===== src/include/noise_random_source_pkg.sv =====
/*
  Constants and types shared by the noise-based random word generator: register offsets,
  field layouts, reset values, timing bounds and the generation state encoding.
  Assumes a 32-bit AHB-Lite register port with one aligned word per register.
*/
`default_nettype none

package noise_random_source_pkg;

  // ----------------------------------------------------------------
  // Register offsets (byte addresses, low eight address bits).
  // ----------------------------------------------------------------
  localparam int ADDR_W = 8;
  localparam logic [7:0] OFS_WORD_LOW = 8'h00;
  localparam logic [7:0] OFS_WORD_HIGH = 8'h04;
  localparam logic [7:0] OFS_STATE_WORD = 8'h08;
  localparam logic [7:0] OFS_ACK_WORD = 8'h0C;
  localparam logic [7:0] OFS_CONTROL_WORD = 8'h10;
  localparam logic [7:0] OFS_SETUP_WORD = 8'h14;
  localparam logic [7:0] OFS_IRQ_STATUS = 8'h18;
  localparam logic [7:0] OFS_IRQ_CLEAR = 8'h1C;
  localparam logic [7:0] OFS_IRQ_ENABLE = 8'h20;

  // ----------------------------------------------------------------
  // Field positions.
  // ----------------------------------------------------------------
  localparam int ENABLE_BIT = 0;
  localparam int WARMUP_LSB = 16;
  localparam int FIELD_W = 16;
  localparam int FLOOR_LSB = 0;
  localparam int CEIL_LSB = 16;
  localparam int READY_BIT = 0;
  localparam int BUSY_BIT = 1;
  localparam int STATE_LSB = 4;
  localparam int IRQ_W = 2;
  localparam int IRQ_READY_BIT = 0;
  localparam int IRQ_STRAY_ACK_BIT = 1;

  // ----------------------------------------------------------------
  // Reset values.
  // ----------------------------------------------------------------
  localparam logic [31:0] CONTROL_RESET = 32'h0000_0000;
  localparam logic [31:0] SETUP_RESET = 32'h0000_0000;
  localparam logic [63:0] WORD_RESET = 64'h0000_0000_0000_0000;
  localparam logic [IRQ_W-1:0] IRQ_RESET = 2'h0;

  // ----------------------------------------------------------------
  // Timing: sample counts in clock cycles.
  // ----------------------------------------------------------------
  localparam int CNT_W = 25;
  localparam int WARMUP_UNIT_SHIFT = 8;
  localparam int FLOOR_UNIT_SHIFT = 6;
  localparam int CEIL_UNIT_SHIFT = 8;
  localparam int FIRST_MIN_CYCLES = 2 ** 8;
  localparam int FIRST_MAX_CYCLES = 2 ** 24;
  localparam int NEXT_MIN_CYCLES = 2 ** 6;
  localparam int NEXT_MAX_CYCLES = 2 ** 24;

  // ----------------------------------------------------------------
  // Generation states.
  // ----------------------------------------------------------------
  typedef enum logic [1:0] {
    ST_IDLE = 2'b00,
    ST_WARMUP = 2'b01,
    ST_HOLD = 2'b10,
    ST_REFILL = 2'b11
  } gen_state_type;

endpackage

`default_nettype wire


===== src/include/noise_link_if.sv =====
/*
  Link between the generation controller and the oscillator and shift register block.
  Assumes both ends run on the same clock.
*/
`default_nettype none

interface noise_link_if;
  logic sample_en;
  logic [63:0] shift_value;

  modport ctrl (output sample_en, input shift_value);
  modport source (input sample_en, output shift_value);
endinterface

`default_nettype wire


===== src/logic/noise_sample_shifter.sv =====
/*
  Oscillator stand-ins, stepped only while sampling, and the 64-bit shift register that gathers their samples.
  Assumes hclk, an asynchronous active-low reset and a clock enable shared with the controller.
*/
`default_nettype none

module noise_sample_shifter #(
  parameter int OSC_COUNT = 4
) (
  input wire logic hclk,
  input wire logic hresetn,
  input wire logic clk_en,
  noise_link_if.source link
);

  // ----------------------------------------------------------------
  // Oscillators: each a small feedback register, run only while sampling.
  // ----------------------------------------------------------------
  logic [OSC_COUNT-1:0] osc_bit;
  logic sample_bit;
  logic [63:0] shift_q;
  logic [63:0] shift_d;

  for (genvar i = 0; i < OSC_COUNT; i++) begin : g_osc
    logic [6:0] osc_q;
    always_ff @(posedge hclk or negedge hresetn) begin
      if (!hresetn) begin
        osc_q <= 7'(i * 13 + 1);
      end else if (clk_en && link.sample_en) begin
        osc_q <= {osc_q[5:0], osc_q[6] ^ osc_q[5 - (i % 3)]};
      end
    end
    assign osc_bit[i] = osc_q[0];
  end

  // ----------------------------------------------------------------
  // Shift register: the value stays frozen whenever sampling stops.
  // ----------------------------------------------------------------
  assign sample_bit = ^osc_bit;
  assign shift_d = {shift_q[62:0], shift_q[63] ^ shift_q[62] ^ shift_q[60] ^ shift_q[59]
                    ^ sample_bit};

  always_ff @(posedge hclk or negedge hresetn) begin
    if (!hresetn) begin
      shift_q <= 64'h0000_0000_0000_0000;
    end else if (clk_en && link.sample_en) begin
      shift_q <= shift_d;
    end
  end

  assign link.shift_value = shift_q;

endmodule

`default_nettype wire


===== src/logic/noise_random_source.sv =====
/*
  Noise-based random word generator with an AHB-Lite register port and one level interrupt.
  The block holds the bus slave, the register file, the generation sequencer, the ready
  flag and the interrupt logic; the oscillators and shift register sit in a submodule.
  Assumes a single hclk domain, an asynchronous active-low reset and a zero-wait-state bus.
  Assumes that software reads the low word before the high word of each value, since the
  low read is what copies the shift register into the output words.
  Assumes that clk_en low also stalls the bus, so no transfer is issued while it is low.
*/
// Local design decisions: register access over AHB-Lite and the register offsets.
`default_nettype none

module noise_random_source #(
  parameter int OSC_COUNT = 4
) (
  input wire logic hclk,
  input wire logic hresetn,
  input wire logic clk_en,
  input wire logic hsel,
  input wire logic [31:0] haddr,
  input wire logic [1:0] htrans,
  input wire logic hwrite,
  input wire logic [2:0] hsize,
  input wire logic [31:0] hwdata,
  input wire logic hready,
  output logic hreadyout,
  output logic hresp,
  output logic [31:0] hrdata,
  output logic irq
);

  // ----------------------------------------------------------------
  // Declarations.
  // ----------------------------------------------------------------
  // Width of the interrupt fields, kept local so the declarations stay short.
  localparam int IRQ_W_LOCAL = noise_random_source_pkg::IRQ_W;

  noise_link_if link ();

  logic addr_take;
  logic wr_pend_q;
  logic [7:0] wr_addr_q;
  logic [31:0] wdata;
  logic wr_ack;
  logic wr_control;
  logic wr_setup;
  logic wr_irq_clear;
  logic wr_irq_enable;
  logic rd_take;
  logic [7:0] rd_addr;
  logic rd_low;

  logic [31:0] control_q;
  logic [31:0] setup_q;
  logic [63:0] word_q;
  logic [31:0] hrdata_q;
  logic [31:0] hrdata_d;
  logic ready_q;
  logic [IRQ_W_LOCAL-1:0] irq_status_q;
  logic [IRQ_W_LOCAL-1:0] irq_status_d;
  logic [IRQ_W_LOCAL-1:0] irq_enable_q;
  logic [IRQ_W_LOCAL-1:0] irq_event;

  noise_random_source_pkg::gen_state_type state_q;
  noise_random_source_pkg::gen_state_type state_d;
  logic [noise_random_source_pkg::CNT_W-1:0] count_q;
  logic [noise_random_source_pkg::CNT_W-1:0] count_d;

  logic enable;
  logic [15:0] warmup_field;
  logic [15:0] floor_field;
  logic [15:0] ceil_field;
  logic [noise_random_source_pkg::CNT_W-1:0] warmup_cycles;
  logic [noise_random_source_pkg::CNT_W-1:0] floor_cycles;
  logic [noise_random_source_pkg::CNT_W-1:0] ceil_cycles;
  logic warmup_done;
  logic refill_done;
  logic ack_ready;
  logic value_done;

  // ----------------------------------------------------------------
  // Bus slave: address phase capture and decode.
  // ----------------------------------------------------------------
  assign addr_take = hsel && hready && htrans[1];
  assign rd_take = addr_take && !hwrite;
  assign rd_addr = haddr[7:0];
  assign rd_low = rd_take && (rd_addr == noise_random_source_pkg::OFS_WORD_LOW);

  // Write data arrive one cycle after the address, so the write is remembered for
  // its data phase and decoded there.
  always_ff @(posedge hclk or negedge hresetn) begin
    if (!hresetn) begin
      wr_pend_q <= 1'b0;
      wr_addr_q <= 8'h00;
    end else if (clk_en) begin
      wr_pend_q <= addr_take && hwrite;
      wr_addr_q <= haddr[7:0];
    end
  end

  assign wdata = hwdata;
  assign wr_ack = wr_pend_q && (wr_addr_q == noise_random_source_pkg::OFS_ACK_WORD);
  assign wr_control = wr_pend_q && (wr_addr_q == noise_random_source_pkg::OFS_CONTROL_WORD);
  assign wr_setup = wr_pend_q && (wr_addr_q == noise_random_source_pkg::OFS_SETUP_WORD);
  assign wr_irq_clear = wr_pend_q && (wr_addr_q == noise_random_source_pkg::OFS_IRQ_CLEAR);
  assign wr_irq_enable = wr_pend_q && (wr_addr_q == noise_random_source_pkg::OFS_IRQ_ENABLE);

  // Every transfer completes without wait states and with an OKAY response.
  assign hreadyout = 1'b1;
  assign hresp = 1'b0;

  // ----------------------------------------------------------------
  // Bus slave: read data, taken in the address phase, shown in the data phase.
  // ----------------------------------------------------------------
  always_comb begin
    hrdata_d = 32'h0000_0000;
    unique case (rd_addr)
      noise_random_source_pkg::OFS_WORD_LOW: begin
        // The low half comes straight from the shift register; the same edge copies
        // the whole register into word_q, so the high half read next matches it.
        hrdata_d = link.shift_value[31:0];
      end
      noise_random_source_pkg::OFS_WORD_HIGH: begin
        hrdata_d = word_q[63:32];
      end
      noise_random_source_pkg::OFS_STATE_WORD: begin
        hrdata_d[noise_random_source_pkg::READY_BIT] = ready_q;
        hrdata_d[noise_random_source_pkg::BUSY_BIT] = link.sample_en;
        hrdata_d[noise_random_source_pkg::STATE_LSB +: 2] = state_q;
      end
      noise_random_source_pkg::OFS_CONTROL_WORD: begin
        hrdata_d = control_q;
      end
      noise_random_source_pkg::OFS_SETUP_WORD: begin
        hrdata_d = setup_q;
      end
      noise_random_source_pkg::OFS_IRQ_STATUS: begin
        hrdata_d[IRQ_W_LOCAL-1:0] = irq_status_q;
      end
      noise_random_source_pkg::OFS_IRQ_ENABLE: begin
        hrdata_d[IRQ_W_LOCAL-1:0] = irq_enable_q;
      end
      default: begin
        hrdata_d = 32'h0000_0000;
      end
    endcase
  end

  always_ff @(posedge hclk or negedge hresetn) begin
    if (!hresetn) begin
      hrdata_q <= 32'h0000_0000;
    end else if (clk_en && rd_take) begin
      hrdata_q <= hrdata_d;
    end
  end

  assign hrdata = hrdata_q;

  // ----------------------------------------------------------------
  // Output words: a read of the low word copies the whole shift register.
  // ----------------------------------------------------------------
  always_ff @(posedge hclk or negedge hresetn) begin
    if (!hresetn) begin
      word_q <= noise_random_source_pkg::WORD_RESET;
    end else if (clk_en && rd_low) begin
      word_q <= link.shift_value;
    end
  end

  // ----------------------------------------------------------------
  // Control and setup words.
  // ----------------------------------------------------------------
  always_ff @(posedge hclk or negedge hresetn) begin
    if (!hresetn) begin
      control_q <= noise_random_source_pkg::CONTROL_RESET;
      setup_q <= noise_random_source_pkg::SETUP_RESET;
    end else if (clk_en) begin
      if (wr_control) begin
        control_q <= wdata;
      end
      if (wr_setup) begin
        setup_q <= wdata;
      end
    end
  end

  // Field extraction: enable, warm-up count, refill floor and refill ceiling.
  assign enable = control_q[noise_random_source_pkg::ENABLE_BIT];
  assign warmup_field = control_q[noise_random_source_pkg::WARMUP_LSB +: 16];
  assign floor_field = setup_q[noise_random_source_pkg::FLOOR_LSB +: 16];
  assign ceil_field = setup_q[noise_random_source_pkg::CEIL_LSB +: 16];

  // ----------------------------------------------------------------
  // Sample count bounds. A zero field stands for the largest count (warm-up and
  // ceiling) or the smallest (floor), so no setting leaves the bounds.
  // ----------------------------------------------------------------
  assign warmup_cycles = (warmup_field == 16'h0000)
      ? 25'(noise_random_source_pkg::FIRST_MAX_CYCLES)
      : 25'({9'h000, warmup_field} << noise_random_source_pkg::WARMUP_UNIT_SHIFT);
  assign floor_cycles = (floor_field == 16'h0000)
      ? 25'(noise_random_source_pkg::NEXT_MIN_CYCLES)
      : 25'({9'h000, floor_field} << noise_random_source_pkg::FLOOR_UNIT_SHIFT);
  assign ceil_cycles = (ceil_field == 16'h0000)
      ? 25'(noise_random_source_pkg::NEXT_MAX_CYCLES)
      : 25'({9'h000, ceil_field} << noise_random_source_pkg::CEIL_UNIT_SHIFT);

  // Both counts compare count_q + 1, so a bound of N ends after exactly N sampling cycles.
  assign warmup_done = (count_q + 25'h000_0001) >= warmup_cycles;
  // Past the floor the refill ends on a noise bit; the ceiling ends it in any case.
  assign refill_done = (((count_q + 25'h000_0001) >= floor_cycles) && link.shift_value[0])
      || ((count_q + 25'h000_0001) >= ceil_cycles);

  // Only the ready position of an acknowledge write counts; the other bits are ignored.
  assign ack_ready = wr_ack && wdata[noise_random_source_pkg::READY_BIT];

  // ----------------------------------------------------------------
  // Generation sequence.
  // ----------------------------------------------------------------
  always_comb begin
    state_d = state_q;
    count_d = count_q;
    value_done = 1'b0;
    unique case (state_q)
      noise_random_source_pkg::ST_IDLE: begin
        if (enable) begin
          state_d = noise_random_source_pkg::ST_WARMUP;
          count_d = '0;
        end
      end
      noise_random_source_pkg::ST_WARMUP: begin
        count_d = count_q + 25'h000_0001;
        if (warmup_done) begin
          state_d = noise_random_source_pkg::ST_HOLD;
          value_done = 1'b1;
        end
      end
      noise_random_source_pkg::ST_HOLD: begin
        // Only an acknowledge of a ready value restarts sampling; a stray one is
        // flagged in the interrupt status and otherwise ignored.
        if (ack_ready && ready_q) begin
          state_d = noise_random_source_pkg::ST_REFILL;
          count_d = '0;
        end
      end
      noise_random_source_pkg::ST_REFILL: begin
        count_d = count_q + 25'h000_0001;
        if (refill_done) begin
          state_d = noise_random_source_pkg::ST_HOLD;
          value_done = 1'b1;
        end
      end
    endcase
    // Clearing the enable bit abandons any value in progress and returns to idle.
    if (!enable) begin
      state_d = noise_random_source_pkg::ST_IDLE;
      count_d = '0;
      value_done = 1'b0;
    end
  end

  always_ff @(posedge hclk or negedge hresetn) begin
    if (!hresetn) begin
      state_q <= noise_random_source_pkg::ST_IDLE;
      count_q <= '0;
    end else if (clk_en) begin
      state_q <= state_d;
      count_q <= count_d;
    end
  end

  // Sampling runs only while a value is being built; in HOLD the value stays put.
  assign link.sample_en = (state_q == noise_random_source_pkg::ST_WARMUP)
      || (state_q == noise_random_source_pkg::ST_REFILL);

  // ----------------------------------------------------------------
  // Ready flag: set on completion, cleared by acknowledge or by disabling.
  // ----------------------------------------------------------------
  // A value completes only while ready is low, so a completion and an acknowledge of
  // a ready value never meet; should both fall in one cycle, the completion wins.
  always_ff @(posedge hclk or negedge hresetn) begin
    if (!hresetn) begin
      ready_q <= 1'b0;
    end else if (clk_en) begin
      if (value_done) begin
        ready_q <= 1'b1;
      end else if (ack_ready || !enable) begin
        ready_q <= 1'b0;
      end
    end
  end

  // ----------------------------------------------------------------
  // Interrupts: sticky events, write-one-to-clear, enable mask.
  // ----------------------------------------------------------------
  assign irq_event[noise_random_source_pkg::IRQ_READY_BIT] = value_done;
  // Bit 1 marks an acknowledge written while no value was ready, a slip in the
  // order that software should keep.
  assign irq_event[noise_random_source_pkg::IRQ_STRAY_ACK_BIT] = ack_ready && !ready_q;

  // A new event wins over a clear written in the same cycle.
  assign irq_status_d = (irq_status_q
      & ~(wr_irq_clear ? wdata[IRQ_W_LOCAL-1:0] : {IRQ_W_LOCAL{1'b0}})) | irq_event;

  always_ff @(posedge hclk or negedge hresetn) begin
    if (!hresetn) begin
      irq_status_q <= noise_random_source_pkg::IRQ_RESET;
      irq_enable_q <= noise_random_source_pkg::IRQ_RESET;
    end else if (clk_en) begin
      irq_status_q <= irq_status_d;
      if (wr_irq_enable) begin
        irq_enable_q <= wdata[IRQ_W_LOCAL-1:0];
      end
    end
  end

  assign irq = |(irq_status_q & irq_enable_q);

  // ----------------------------------------------------------------
  // Oscillators and shift register.
  // ----------------------------------------------------------------
  // The submodule samples only while link.sample_en is high, so a held value stays
  // put until it is acknowledged.
  noise_sample_shifter #(
    .OSC_COUNT(OSC_COUNT)
  ) u_shifter (
    .hclk(hclk),
    .hresetn(hresetn),
    .clk_en(clk_en),
    .link(link)
  );

endmodule

`default_nettype wire


===== config.mk =====
export PLATFORM = sky130hd
export DESIGN_NAME = noise_random_source
export DESIGN_NICKNAME = d
export VERILOG_FILES = /design/src/include/noise_random_source_pkg.sv /design/src/include/noise_link_if.sv /design/src/logic/noise_sample_shifter.sv /design/src/logic/noise_random_source.sv
export SDC_FILE = /design/constraint.sdc
export NUM_CORES = 1
export LEC_CHECK = 0
export ABC_AREA = 1
export BUFFER_PORTS_ARGS = -buffer_cell sky130_fd_sc_hd__buf_4
export CAP_MARGIN = 30
export CORE_ASPECT_RATIO = 0.75
export CORE_MARGIN = 4
export CORE_UTILIZATION = 42
export DETAILED_ROUTE_END_ITERATION = 8
export PLACE_DENSITY = 0.62
export SLEW_MARGIN = 20
export SYNTH_ARGS = -nofsm -noshare
export SYNTH_HDL_FRONTEND = slang
export SYNTH_SLANG_ARGS = --single-unit

===== constraint.sdc =====
create_clock -name hclk -period 4.9 [get_ports hclk]
set_input_delay 0.245 -clock hclk [delete_from_list [all_inputs] [get_ports hclk]]
set_output_delay 0.245 -clock hclk [all_outputs]
set_load 0.01 [all_outputs]

# Yosys cells after proc, flatten, opt, wreduce, memory -nomap -nowiden
# Index checks and enable logic that the tools add are counted.
dict set report word_totals {
  elab_cells 109
  rom_bits 0
  input_bits 75
  output_inout_bits 35
  n_memories 0
  mem_bits_rw 0
  reg_bits 293
  latchBits 0
}
dict set report classes {
  mul 0
  n_bitwise 12
  n_shift 0
  div_mod_pow 0
  n_lt_le_gt_ge 3
  addsub 1
  n_reduce_logical 38
  eq_ne 17
  muxes 22
}
# cell count
set ops {}
lappend ops {{one-hot mux 26 bit (4 select lines)} 1}
lappend ops {{2-to-1 mux 25 bit} 4}
lappend ops {{one-hot mux 25 bit (3 select lines)} 1}
lappend ops {{>= comparator 25 bit} 2}
lappend ops {{equality test 8 x 5 -> 1 bit (second input constant)} 6}
lappend ops {{zero test 16 bit} 3}
lappend ops {{adder 25 x 1 -> 25 bit (second input constant)} 1}
lappend ops {{>= comparator 25 x 22 -> 1 bit} 1}
lappend ops {{2-to-1 mux 22 bit} 1}
lappend ops {{logical AND 1 bit} 17}
lappend ops {{equality test 8 x 4 -> 1 bit (second input constant)} 2}
lappend ops {{equality test 8 x 6 -> 1 bit (second input constant)} 2}
lappend ops {{one-hot mux 2 bit (4 select lines)} 2}
lappend ops {{one-hot mux 2 bit (7 select lines)} 1}
lappend ops {{2-to-1 mux 2 bit} 5}
lappend ops {{one-hot mux 2 bit (5 select lines)} 1}
lappend ops {{AND reduction 2 bit} 5}
lappend ops {{inequality test 3 bit (second input constant)} 3}
lappend ops {{equality test 8 x 3 -> 1 bit (second input constant)} 1}
lappend ops {{zero test 8 bit} 1}
lappend ops {{bitwise XOR 1 bit} 8}
lappend ops {{2-to-1 mux 1 bit} 5}
lappend ops {{bitwise AND 2 bit} 2}
lappend ops {{equality test 2 bit (second input constant)} 2}
lappend ops {{other kinds (11)} 16}

# Logic depth before layout (Yosys ltp)
# Gate-level depths: netlist (run 1).
dict set report depth {
  ltp_word 10
  mapped_depth 26
  depth_no_buf 26
}

# Modules after synthesis
# Synthesis (run 1) repeated with hierarchy kept, for this count alone.
dict set report hier_totals {
  cells_unflattened 1630
  area_unflattened_um2 13427.9
}
# module area_per_inst_um2 seq_area_each_um2 instances cells_each
set modules_own_cells {}
lappend modules_own_cells {noise_random_source 9307.7 4229.1 1 1148}
lappend modules_own_cells {noise_sample_shifter 4120.2 2314.7 1 482}

# Least setup slack after synthesis (run 1)
# No wires, ideal clock.
dict set report synth_path {
  path_type {register -> register}
  start {register count_q[3] (netlist name)}
  end {register state_q[0]}
  path_slack_ps 1901
  arrival_time_ps 2882
  n_path_buf 0
  stages_incl_launch_ff 25
  required_ps 4783
  period_less_slack_ps 2999
  setup_time_ps 117
  cell_sequence {dfrtp_1 -> inv_2 -> nor3_2 -> nand2_1 -> nor2_2 -> nand2_1 -> nor3_1 -> and3_2 -> nand2_2 -> nor3_2 -> xor2_1 -> ha_1 -> nand2_1 -> nor4_1 -> nand4_1 -> nor2_1 -> nand3_1 -> nor3_1 -> nor2_1 -> nand2_1 -> nand2_2 -> nand3_2 -> nand2_2 -> nand2_1 -> nand2_1}
}
dict set report synth_between {
  elab_chain_len 6
  word_cells_on_any_way 9
  classes_between {1 x add/sub; 3 x order compare; 2 x eq/ne; 3 x reduce/logical}
}
# element line
set synth_rtl {}
lappend synth_rtl {{from (decl)} noise_random_source.sv:66} ;# logic [noise_random_source_pkg::CNT_W-1:0] count_q;
lappend synth_rtl {{from (signal assigned)} noise_random_source.sv:267} ;# count_q <= count_d;
lappend synth_rtl {{adder 25 x 1 -> 25 bit (*)} {noise_random_source.sv:208, noise_random_source.sv:210, noise_random_source.sv:211}}
lappend synth_rtl {{>= comparator 25 x 22 -> 1 bit} noise_random_source.sv:210} ;# assign refill_done = (((count_q + 25'h000_0001) >= floor_cycles) && link.shift_value[0])
lappend synth_rtl {{logical AND 1 bit} noise_random_source.sv:210}
lappend synth_rtl {{logical OR 1 bit} noise_random_source.sv:211} ;# || ((count_q + 25'h000_0001) >= ceil_cycles);
lappend synth_rtl {{inequality test 3 bit (no source line)} -}
lappend synth_rtl {{AND reduction 4 bit (no source line) (*)} -}
lappend synth_rtl {{to (signal assigned)} noise_random_source.sv:263} ;# state_q <= noise_random_source_pkg::ST_IDLE;
lappend synth_rtl {{to (signal assigned)} noise_random_source.sv:266} ;# state_q <= state_d;
lappend synth_rtl {{to (decl)} noise_random_source.sv:64} ;# noise_random_source_pkg::gen_state_type state_q;
# Mark *: on every way between the ends. The rest lies on a longest branch, timed or not.
# A chain may end at the register's enable or synchronous reset.

# Worst setup path after layout (run 1)
dict set report layout_path {
  start {register count_q[0] (netlist name)}
  end {register ready_q}
}
dict set report layout_between {
  elab_chain_len 9
  word_cells_on_any_way 13
  classes_between {1 x add/sub; 3 x order compare; 5 x mux; 4 x reduce/logical}
}
# element line
set layout_rtl {}
lappend layout_rtl {{adder 25 x 1 -> 25 bit (*)} {noise_random_source.sv:208, noise_random_source.sv:210, noise_random_source.sv:211}}
lappend layout_rtl {{>= comparator 25 x 22 -> 1 bit} noise_random_source.sv:210}
lappend layout_rtl {{logical AND 1 bit} noise_random_source.sv:210}
lappend layout_rtl {{logical OR 1 bit} noise_random_source.sv:211}
lappend layout_rtl {{2-to-1 mux 1 bit} noise_random_source.sv:247} ;# if (refill_done) begin
lappend layout_rtl {{one-hot mux 1 bit (2 select lines) (*)} noise_random_source.sv:223} ;# unique case (state_q)
lappend layout_rtl {{2-to-1 mux 1 bit (*)} noise_random_source.sv:254} ;# if (!enable) begin
lappend layout_rtl {{nonzero test 2 bit (no source line)} -}
lappend layout_rtl {{AND reduction 2 bit (no source line)} -}
lappend layout_rtl {{to (signal assigned)} noise_random_source.sv:282} ;# ready_q <= 1'b0;
lappend layout_rtl {{to (signal assigned)} noise_random_source.sv:285} ;# ready_q <= 1'b1;
lappend layout_rtl {{to (signal assigned)} noise_random_source.sv:287} ;# ready_q <= 1'b0;
lappend layout_rtl {{to (decl)} noise_random_source.sv:58} ;# logic ready_q;
# Marked as above.

==> results of run 1 <==
## metrics by stage
step	utilization	setup WS, ns	cell area [sq um]	hold slack, ns
6_report	0.500	0.933	15100	0.0119
5_1_grt	0.500	0.666	15100	0.0341
4_1_cts	0.499	1.01	15100	0.00165
3_5_place_dp	0.458	1.05	13800	0.361
3_3_place_gp	0.458	1.10	13800	0.364
2_1_floorplan	-	1.90	12900	-0.0506
## final cells by class
type | count | share of cell area
sequential | 261 | 0.433
multi-input combinational | 1034 | 0.354
timing repair buffer | 122 | 0.0684
clock buffer | 40 | 0.0532
inverter | 199 | 0.0495
tap | 399 | 0.0330
clock inverter | 9 | 0.00911
## worst min-delay path: cells and delay by family
family	cells	cell delay [ns]
buf+inv	2	0.13
compound gates	1	0.15
## cell usage after synthesis (2+ instances only)
library cell  number
nand2_1          475
dfrtp_1          251
o21ai_0          212
inv_1            190
clkbuf_1          62
nand3_1           50
nor2_1            40
ha_1              39
a221oi_1          30
o22ai_1           28
nor3_1            20
nand2_2           18
xor2_1            17
a21oi_1           16
nand4_1           14
nor4_1            13
dfstp_2           10
xnor2_1           10
nor2_2             6
inv_2              5
nand3_2            5
nor3_2             4
a211oi_1           3
a21oi_2            3
clkinv_1           3
nor2_4             3
o21ai_1            3
a21o_1             2
a22o_1             2
buf_1              2
buf_4              2
conb_1             2
nor2_8             2
o21a_1             2
o31ai_1            2
o32ai_1            2
## what timing repair did
item | 4_1_cts | 5_1_grt
hold buffers | 31 | 0
endpoints found under the hold margin | 144 | 0
setup endpoints to repair | 0 | 0
## worst paths after layout
check | depth (start not counted) | to | slack, ns
worst min-delay path | 3 | setup_q[12] | 0.01
max in group asynchronous | 3 | word_q[55] | 3.29
min in group asynchronous | 2 | control_q[0] | 0.36
worst max register to register | 25 | ready_q | 0.93
worst max-delay path | 25 | ready_q | 0.93
worst min register to register | 2 | u_shifter.g_osc[1].osc_q[3] | 0.46
## cells by family (layout without fill, tap and decap cells)
| group | count (synthesis) | after routing | synth area share |
|---|---|---|---|
| DFF | 261 | 261 | 0.508 |
| AOI/OAI and AO/OA | 310 | 310 | 0.137 |
| other | 2 | 2 | 0.000583 |
| buffers and inverters | 266 | 370 | 0.0783 |
| and+or+nand+nor | 654 | 654 | 0.217 |
| xor gates and xnor gates | 28 | 28 | 0.0196 |
| adders and majority gates | 39 | 39 | 0.0379 |
| muxes | 1 | 1 | 0.000874 |
## power by group through the flow
stage,Clock (mW),Sequential [mW],Combinational (mW)
global placement,0,2.29,0.282
CTS,2.22,2.25,0.308
global route,2.31,2.26,0.348
finish,2.17,2.25,0.306
floorplan,0,2.28,0.158
detailed placement,0,2.29,0.287
## flip-flops by register name, indices dropped and copies added (netlist names)
name,cells
setup_q,32
u_shifter.link.shift_value,64
count_q,25
word_q,32
hrdata,32
control_q,32
state_q,2
u_shifter.g_osc.osc_q,28
irq_status_q,2
irq_enable_q,2
wr_addr_q,8
ready_q,1
wr_pend_q,1
## per-layer routing
layer	up-vias	part of all wire	wire length [microns]	global-route usage
met4	0	0.021	749	0.0451
met3	40	0.078	2790	0.0422
met5	-	0	0	0
met2	351	0.40	14300	0.286
met1	5051	0.50	18100	0.351
li1	5247	-	-	-
==> results.py, run 1 <==
metrics = {
    "run_status": {
        "status": "finished clean",
    },
    "synth": {
        "yosys.area.top_type": "dfrtp_1",
        "synth-seq-cells": 261,
        "yosysWarningCount": 0,
        "yosysSeqAreaShare": 0.508,
        "avgSynthCellArea_sq_um": 8.25,
        "syn_inst": 1561,
        "ys_async_sr_fraction": 1.00,
        "yosysUniqueCellTypes": 49,
        "syn_nets": 1675,
        "synth_top_flop_cell": "dfrtp_1",
        "synth_edf_count": 0,
        "yosys-top-cells-area": "dfrtp_1 (49%), nand2_1 (14%), o21ai_0 (8.2%), inv_1 (5.5%), ha_1 (3.8%)",
        "yosys.area.top_type_share": 0.488,
        "synth_area_sq_um": 12900,
    },
    "placement": {
        "dp_cells": 1983,
        "port-buffer-count": 79,
        "place_hpwl_microns": 25800,
        "globalplace.congestion": 0.929,
    },
    "drt": {
        "vias": 10700,
        "drt_iter0_drc": 1042,
        "drc": 0,
        "ant_nets": 0,
        "viasPerCell": 5.18,
        "wirelength_microns": 36000,
        "dr.pass1.iters": 5,
        "wl_per_cell_microns": 17.4,
    },
    "global_routing": {
        "grt_pass1_wl_microns": 57500,
        "grt_start_max_net_pins": 109,
        "overflow": 0,
        "grt_pass1_vias": 10100,
        "grt.total_usage": 0.213,
        "antenna_found_initial": 0,
    },
    "cts": {
        "cts_root_buf": "clkbuf_16",
        "cts_resized": 0,
        "post-cts-setup-buffer-count": 0,
        "worstSkewPairLatency_ns": 0.55,
        "cts.sinks": 261,
        "cts_made_buffers": 27,
        "cts_tree": "built",
        "cts.path.max_buffers": 3,
        "htreeDepth": 1,
        "path_clk_slew_ns": 0.07,
    },
    "cells_and_area": {
        "fin_cells": 2064,
        "area_delta_synth_final_pct": 17.3,
        "drive_above_1_share": 0.121,
        "regArea_sq_um": 6540,
        "diodes": 0,
        "multiInputGateArea_sq_um": 5340,
        "mostFrequentLayoutCells": "nand2_1 (473), dfrtp_1 (251), o21ai_0 (212), inv_1 (190), buf_4 (87)",
        "layout.nets": 1759,
        "fillers": 2845,
        "final_common_cell": "nand2_1",
    },
    "die": {
        "dieArea_sq_um": 33600,
        "rows": 55,
        "die_h_microns": 160,
        "die_w_microns": 210,
        "core_area_sq_um": 30200,
        "io_pins": 110,
        "initial_utilization": 0.426,
    },
    "critical_path": {
        "arrival_ns": 4.45,
        "crit_buf_inv": 1,
        "worstSetupPathType": "register to register",
        "cp_common_cell": "nand2_1",
        "crit_slowest_cell": "xor2_1",
        "slowest_delay_ns": 0.57,
        "path_delay_family": "simple AND/OR/NAND/NOR gates",
        "critical_path.max_fanout": 6,
        "critPathLaunchType": "register",
        "worst_ep_required_time_ns": 5.38,
        "reg2reg_from": "count_q[0]",
        "end_kind": "register",
        "critPathLaunch": "count_q[0]",
    },
    "timing": {
        "hold_violations": 0,
        "layout_min_cycle_time_ns": 3.97,
        "relSlewSlack": 0.422,
        "finalCritPeriodShare": 0.810,
        "rsz0062_at_grt": "false",
        "setup_tns_ns": 0,
        "fin_worst_skew_ns": 0.0136,
        "slew_violations": 0,
        "setup_viol": 0,
        "worst_pin_slew_ns": 0.866,
        "max_freq_mhz": 252,
    },
    "hold_path": {
        "min_from": "hwdata[12]",
        "worstHoldPathType": "primary input to register",
    },
    "power": {
        "p_int_mw": 3.63,
        "p_per_area_nw_per_um2": 313,
        "ir_drop_mv": 0.214,
        "total_power_mw": 4.72,
        "power_switching_mw": 1.10,
        "p_leak_nw": 7.27,
        "seqPwrFrac": 0.477,
        "switching_share": 0.232,
        "p_comb_frac": 0.065,
        "clockPowerShare": 0.459,
    },
    "flow_run": {
        "max_cap_viol_count": 0,
    },
}
Note: power is estimated with default switching activity, not from simulation.
==> run 2: changes to the inputs <==
==> constraint.sdc (replaced) <==
create_clock -name hclk -period 4 [get_ports hclk]
set_input_delay 0.2 -clock hclk [delete_from_list [all_inputs] [get_ports hclk]]
set_output_delay 0.2 -clock hclk [all_outputs]
set_load 0.01 [all_outputs]
==> results.py, run 2 (synthesis gave the netlist of run 1 again) <==
metrics = {
    "global_routing": {
        "grt_pass1_wl_microns": 57700,
        "grt.total_usage": 0.215,
        "grt_start_max_net_pins": 116,
        "grt_pass1_vias": 9969,
        "antenna_found_initial": 0,
        "overflow": 0,
    },
    "cts": {
        "cts.path.max_buffers": 3,
        "htreeDepth": 1,
        "cts_tree": "built",
        "path_clk_slew_ns": 0.06,
        "worstSkewPairLatency_ns": 0.56,
        "cts.sinks": 261,
        "cts_root_buf": "clkbuf_16",
        "cts_made_buffers": 28,
    },
    "drt": {
        "ant_nets": 0,
        "wl_per_cell_microns": 17.5,
        "drc": 0,
        "dr.pass1.iters": 5,
        "drt_iter0_drc": 919,
        "vias": 10800,
        "wirelength_microns": 36600,
        "viasPerCell": 5.18,
    },
    "critical_path": {
        "worst_ep_required_time_ns": 4.44,
        "critPathLaunchType": "register",
        "arrival_ns": 4.01,
        "critical_path.max_fanout": 5,
        "path_delay_family": "simple AND/OR/NAND/NOR gates",
        "cp_common_cell": "nand2_1",
        "crit_buf_inv": 2,
        "worstSetupPathType": "register to register",
        "crit_slowest_cell": "dfrtp_1",
        "slowest_delay_ns": 0.40,
        "end_kind": "register",
        "path_cells": "inv_2 -> nor3_4 -> nand2_1 -> nor2_2 -> nand2_1 -> nor3_1 -> and3_2 -> nand2_2 -> nor3_2 -> xor2_1 -> buf_4 -> ha_1 -> nand4_1 -> nor3_1 -> nand2_1 -> a21oi_1 -> nand3_1 -> o21ai_1 -> a21oi_2 -> nand3_2 -> nand2_2 -> nand2_1 -> nand2_1",
    },
    "placement": {
        "place_hpwl_microns": 26300,
        "dp_cells": 1994,
        "port-buffer-count": 79,
        "globalplace.congestion": 0.941,
    },
    "cells_and_area": {
        "diodes": 0,
        "layout.nets": 1786,
        "final_common_cell": "nand2_1",
        "multiInputGateArea_sq_um": 5350,
        "area_delta_synth_final_pct": 19.3,
        "drive_above_1_share": 0.125,
        "fillers": 2845,
        "fin_cells": 2093,
        "mostFrequentLayoutCells": "nand2_1 (473), dfrtp_1 (249), o21ai_0 (212), inv_1 (190), buf_4 (99)",
        "regArea_sq_um": 6550,
        "fin_util": 0.509,
        "largest_register_ffs": 64,
    },
    "timing": {
        "finalCritPeriodShare": 0.891,
        "slew_violations": 0,
        "setup_viol": 0,
        "hold_violations": 0,
        "whs_ns": 0.0535,
        "relSlewSlack": 0.394,
        "fin_worst_skew_ns": 0.0182,
        "rsz0062_at_grt": "false",
        "setup_tns_ns": 0,
        "worst_pin_slew_ns": 0.908,
        "layout_min_cycle_time_ns": 3.56,
        "max_freq_mhz": 281,
    },
    "die": {
        "io_pins": 110,
        "die_h_microns": 160,
        "die_w_microns": 210,
        "rows": 55,
        "initial_utilization": 0.426,
        "core_area_sq_um": 30200,
        "dieArea_sq_um": 33600,
    },
    "flow_run": {
        "max_cap_viol_count": 0,
    },
    "power": {
        "p_leak_nw": 7.40,
        "ir_drop_mv": 0.317,
        "total_power_mw": 5.87,
        "p_per_area_nw_per_um2": 382,
    },
    "run_status": {
        "status": "finished clean",
    },
    "hold_path": {
        "worstHoldPathType": "primary input to register",
    },
}
-- run 2: report_power, final --
| part | switching (mW) | internal [mW] |
|---|---|---|
| clock | 1.07 | 1.65 |
| combinational | 0.226 | 0.160 |
| sequential | 0.0499 | 2.71 |
| total | 1.35 | 4.52 |
-- run 2: path summary, 6_finish.rpt --
kind,startpoint,endpoint,slack [ns],depth (start not counted)
max,count_q[3],state_q[0],0.44,23
min,hwdata[0],control_q[0],0.05,3
max reg2reg,count_q[3],state_q[0],0.44,23
min reg2reg,u_shifter.g_osc[1].osc_q[2],u_shifter.g_osc[1].osc_q[3],0.46,2
max in group asynchronous,hresetn,u_shifter.g_osc[1].osc_q[2],2.71,3
min in group asynchronous,hresetn,irq_enable_q[1],0.32,2
-- run 2: layout make-up --
class / count / share of cell area
clock buffers: 45 / 0.0557
clock inverters: 7 / 0.00757
inverters: 199 / 0.0487
multi-input cells: 1034 / 0.348
flip-flops and latches: 261 / 0.426
well taps: 399 / 0.0325
repair buffers: 148 / 0.0813
-- run 2: worst min-delay path, cell delays in order --
cell and delay, ns:
buf_4 0.08, inv_1 0.11, o21ai_0 0.18
-- run 2: layer usage --
layer / vias to the layer above / track usage / wire, microns
met4: 0 / 0.0468 / 850
met1: 5150 / 0.351 / 18400
met3: 50 / 0.0438 / 2850
met2: 337 / 0.289 / 14500
met5: - / 0 / 0
li1: 5303 / - / -
-- run 2: per-stage QoR --
stage	setup slack [ns]	instance area, sq um
after floorplan	1.00	12900
after global placement	0.578	13900
after detailed placement	0.517	13900
after CTS	0.491	15400
after global routing	0.0184	15400
final	0.437	15400
-- run 2: repair_timing --
item	CTS	global route
hold buffers	47	0
setup endpoints to repair	0	4
endpoints found under the hold margin	174	0
resized for setup	0	3
setup buffers	0	0
==> run 3: changes to the inputs <==
--- a/config.mk
+++ b/config.mk
@@ -12,6 +12,7 @@
 export CORE_MARGIN = 4
 export CORE_UTILIZATION = 42
 export DETAILED_ROUTE_END_ITERATION = 8
+export GPL_TIMING_DRIVEN = 0
 export PLACE_DENSITY = 0.62
 export SLEW_MARGIN = 20
 export SYNTH_ARGS = -nofsm -noshare
==> results.py, run 3 (synthesis gave the netlist of run 1 again) <==
metrics = {
    "cts": {
        "cts.sinks": 261,
        "htreeDepth": 1,
        "path_clk_slew_ns": 0.07,
        "cts_made_buffers": 27,
        "cts_tree": "built",
        "cts_root_buf": "clkbuf_16",
        "cts.path.max_buffers": 3,
        "worstSkewPairLatency_ns": 0.56,
    },
    "timing": {
        "setup_tns_ns": 0,
        "layout_min_cycle_time_ns": 3.74,
        "setup_ws_ns": 0.264,
        "setup_viol": 0,
        "finalCritPeriodShare": 0.934,
        "hold_violations": 0,
        "relSlewSlack": 0.466,
        "max_freq_mhz": 268,
        "whs_ns": 0.00756,
        "worst_pin_slew_ns": 0.801,
        "fin_worst_skew_ns": 0.0293,
        "rsz0062_at_grt": "false",
        "slew_violations": 0,
    },
    "global_routing": {
        "antenna_found_initial": 0,
        "grt_pass1_wl_microns": 64500,
        "grt_start_max_net_pins": 76,
        "grt.total_usage": 0.245,
        "grt_pass1_vias": 10900,
        "overflow": 0,
    },
    "die": {
        "die_h_microns": 160,
        "die_w_microns": 210,
        "dieArea_sq_um": 33600,
        "initial_utilization": 0.426,
        "io_pins": 110,
        "rows": 55,
        "core_area_sq_um": 30200,
    },
    "power": {
        "total_power_mw": 5.65,
        "p_comb_frac": 0.071,
        "clockPowerShare": 0.440,
        "power_switching_mw": 1.37,
        "p_leak_nw": 7.37,
        "seqPwrFrac": 0.488,
        "p_per_area_nw_per_um2": 367,
        "switching_share": 0.242,
        "p_int_mw": 4.28,
        "ir_drop_mv": 0.300,
    },
    "placement": {
        "dp_slack_ns": -0.0714,
        "placed_area_sq_um": 14100,
        "place_hpwl_microns": 31300,
        "port-buffer-count": 78,
        "dp_cells": 2041,
        "globalplace.congestion": 0.939,
    },
    "cells_and_area": {
        "diodes": 0,
        "fillers": 2876,
        "largest_register_ffs": 64,
        "layout.nets": 1831,
        "fin_cells": 2136,
        "area_delta_synth_final_pct": 19.7,
        "final_common_cell": "nand2_1",
        "drive_above_1_share": 0.116,
        "mostFrequentLayoutCells": "nand2_1 (475), dfrtp_1 (247), o21ai_0 (212), inv_1 (190), buf_4 (82)",
        "fin_util": 0.510,
        "final_area_sq_um": 15400,
    },
    "critical_path": {
        "critical_path.max_fanout": 5,
        "rrSetupSlack_ns": 0.26,
        "worstSetupPathType": "register to register",
        "worst_ep_required_time_ns": 4.45,
        "cp_common_cell": "nand2_1",
        "arrival_ns": 4.18,
        "path_cells": "inv_2 -> nor3_4 -> nand2_1 -> nor2_2 -> nand2_1 -> nor3_2 -> and3_2 -> nand2_2 -> nor3_4 -> xor2_2 -> ha_1 -> nand4_1 -> nor3_2 -> nand2_1 -> a21oi_1 -> nand3_1 -> o21ai_1 -> a21oi_2 -> nand3_2 -> nand2_2 -> nand2_1 -> nand2_1",
        "crit_slowest_cell": "dfrtp_1",
        "slowest_delay_ns": 0.40,
        "end_kind": "register",
        "critPathLaunchType": "register",
    },
    "drt": {
        "ant_nets": 0,
        "drc": 0,
        "drt_iter0_drc": 1145,
        "wl_per_cell_microns": 19.2,
        "vias": 11300,
        "dr.pass1.iters": 6,
        "viasPerCell": 5.30,
        "wirelength_microns": 41000,
    },
    "run_status": {
        "status": "finished clean",
    },
    "hold_path": {
        "worstHoldPathType": "primary input to register",
    },
    "flow_run": {
        "max_cap_viol_count": 0,
    },
}
==> run 3: per-layer routing <==
metal,up-vias,global-route usage,part of all wire
met4,0,0.0483,0.020
met2,389,0.322,0.38
met3,45,0.0601,0.089
met5,-,0,0
met1,5482,0.403,0.51
li1,5398,-,-
==> run 3: cell type report <==
type / instances / area [sq um] / share of cell area
Clock inverter: 7 / 42.5 / 0.00276
Tap cell: 399 / 499 / 0.0324
Buffer: 67 / 260 / 0.0169
Timing Repair Buffer: 127 / 1130 / 0.0732
Sequential cell: 261 / 6550 / 0.425
Multi-Input combinational cell: 1034 / 5360 / 0.348
Inverter: 199 / 748 / 0.0485
Clock buffer: 42 / 822 / 0.0533
==> run 3: final timing paths <==
path | from | endpoint | cells after the start
worst max-delay path | count_q[3] | state_q[1] | 22
worst min-delay path | hwdata[1] | irq_enable_q[1] | 3
worst max register to register | count_q[3] | state_q[1] | 22
worst min register to register | u_shifter.g_osc[1].osc_q[2] | u_shifter.g_osc[1].osc_q[3] | 2
max in group asynchronous | hresetn | u_shifter.g_osc[2].osc_q[3] | 4
min in group asynchronous | hresetn | wr_addr_q[3] | 2
==> run 3: power by group through the flow <==
| stage | clock [mW] | combinational (mW) | sequential, mW |
|---|---|---|---|
| floorplan | 0 | 0.194 | 2.79 |
| global placement | 0 | 0.349 | 2.81 |
| detailed placement | 0 | 0.364 | 2.81 |
| CTS | 2.53 | 0.401 | 2.76 |
| global route | 2.63 | 0.459 | 2.77 |
| finish | 2.49 | 0.402 | 2.76 |
==> run 3: repair_timing <==
action,CTS,global route
setup buffers,0,3
endpoints found under the hold margin,122,0
endpoints found under the setup margin,4,4
resized for setup,1,11
pin swaps,0,1
hold buffers,43,0
==> run 3: critical path: cells and delay by family, from the launching register on <==
| kind | cells | cell delay [ns] |
|---|---|---|
| XOR/XNOR | 1 | 0.29 |
| adder cells (fa/ha/maj) | 1 | 0.19 |
| AO/OA/AOI/OAI | 3 | 0.37 |
| flip-flops | 1 | 0.40 |
| buffers and inverters | 1 | 0.13 |
| AND/OR/NAND/NOR | 16 | 2.24 |
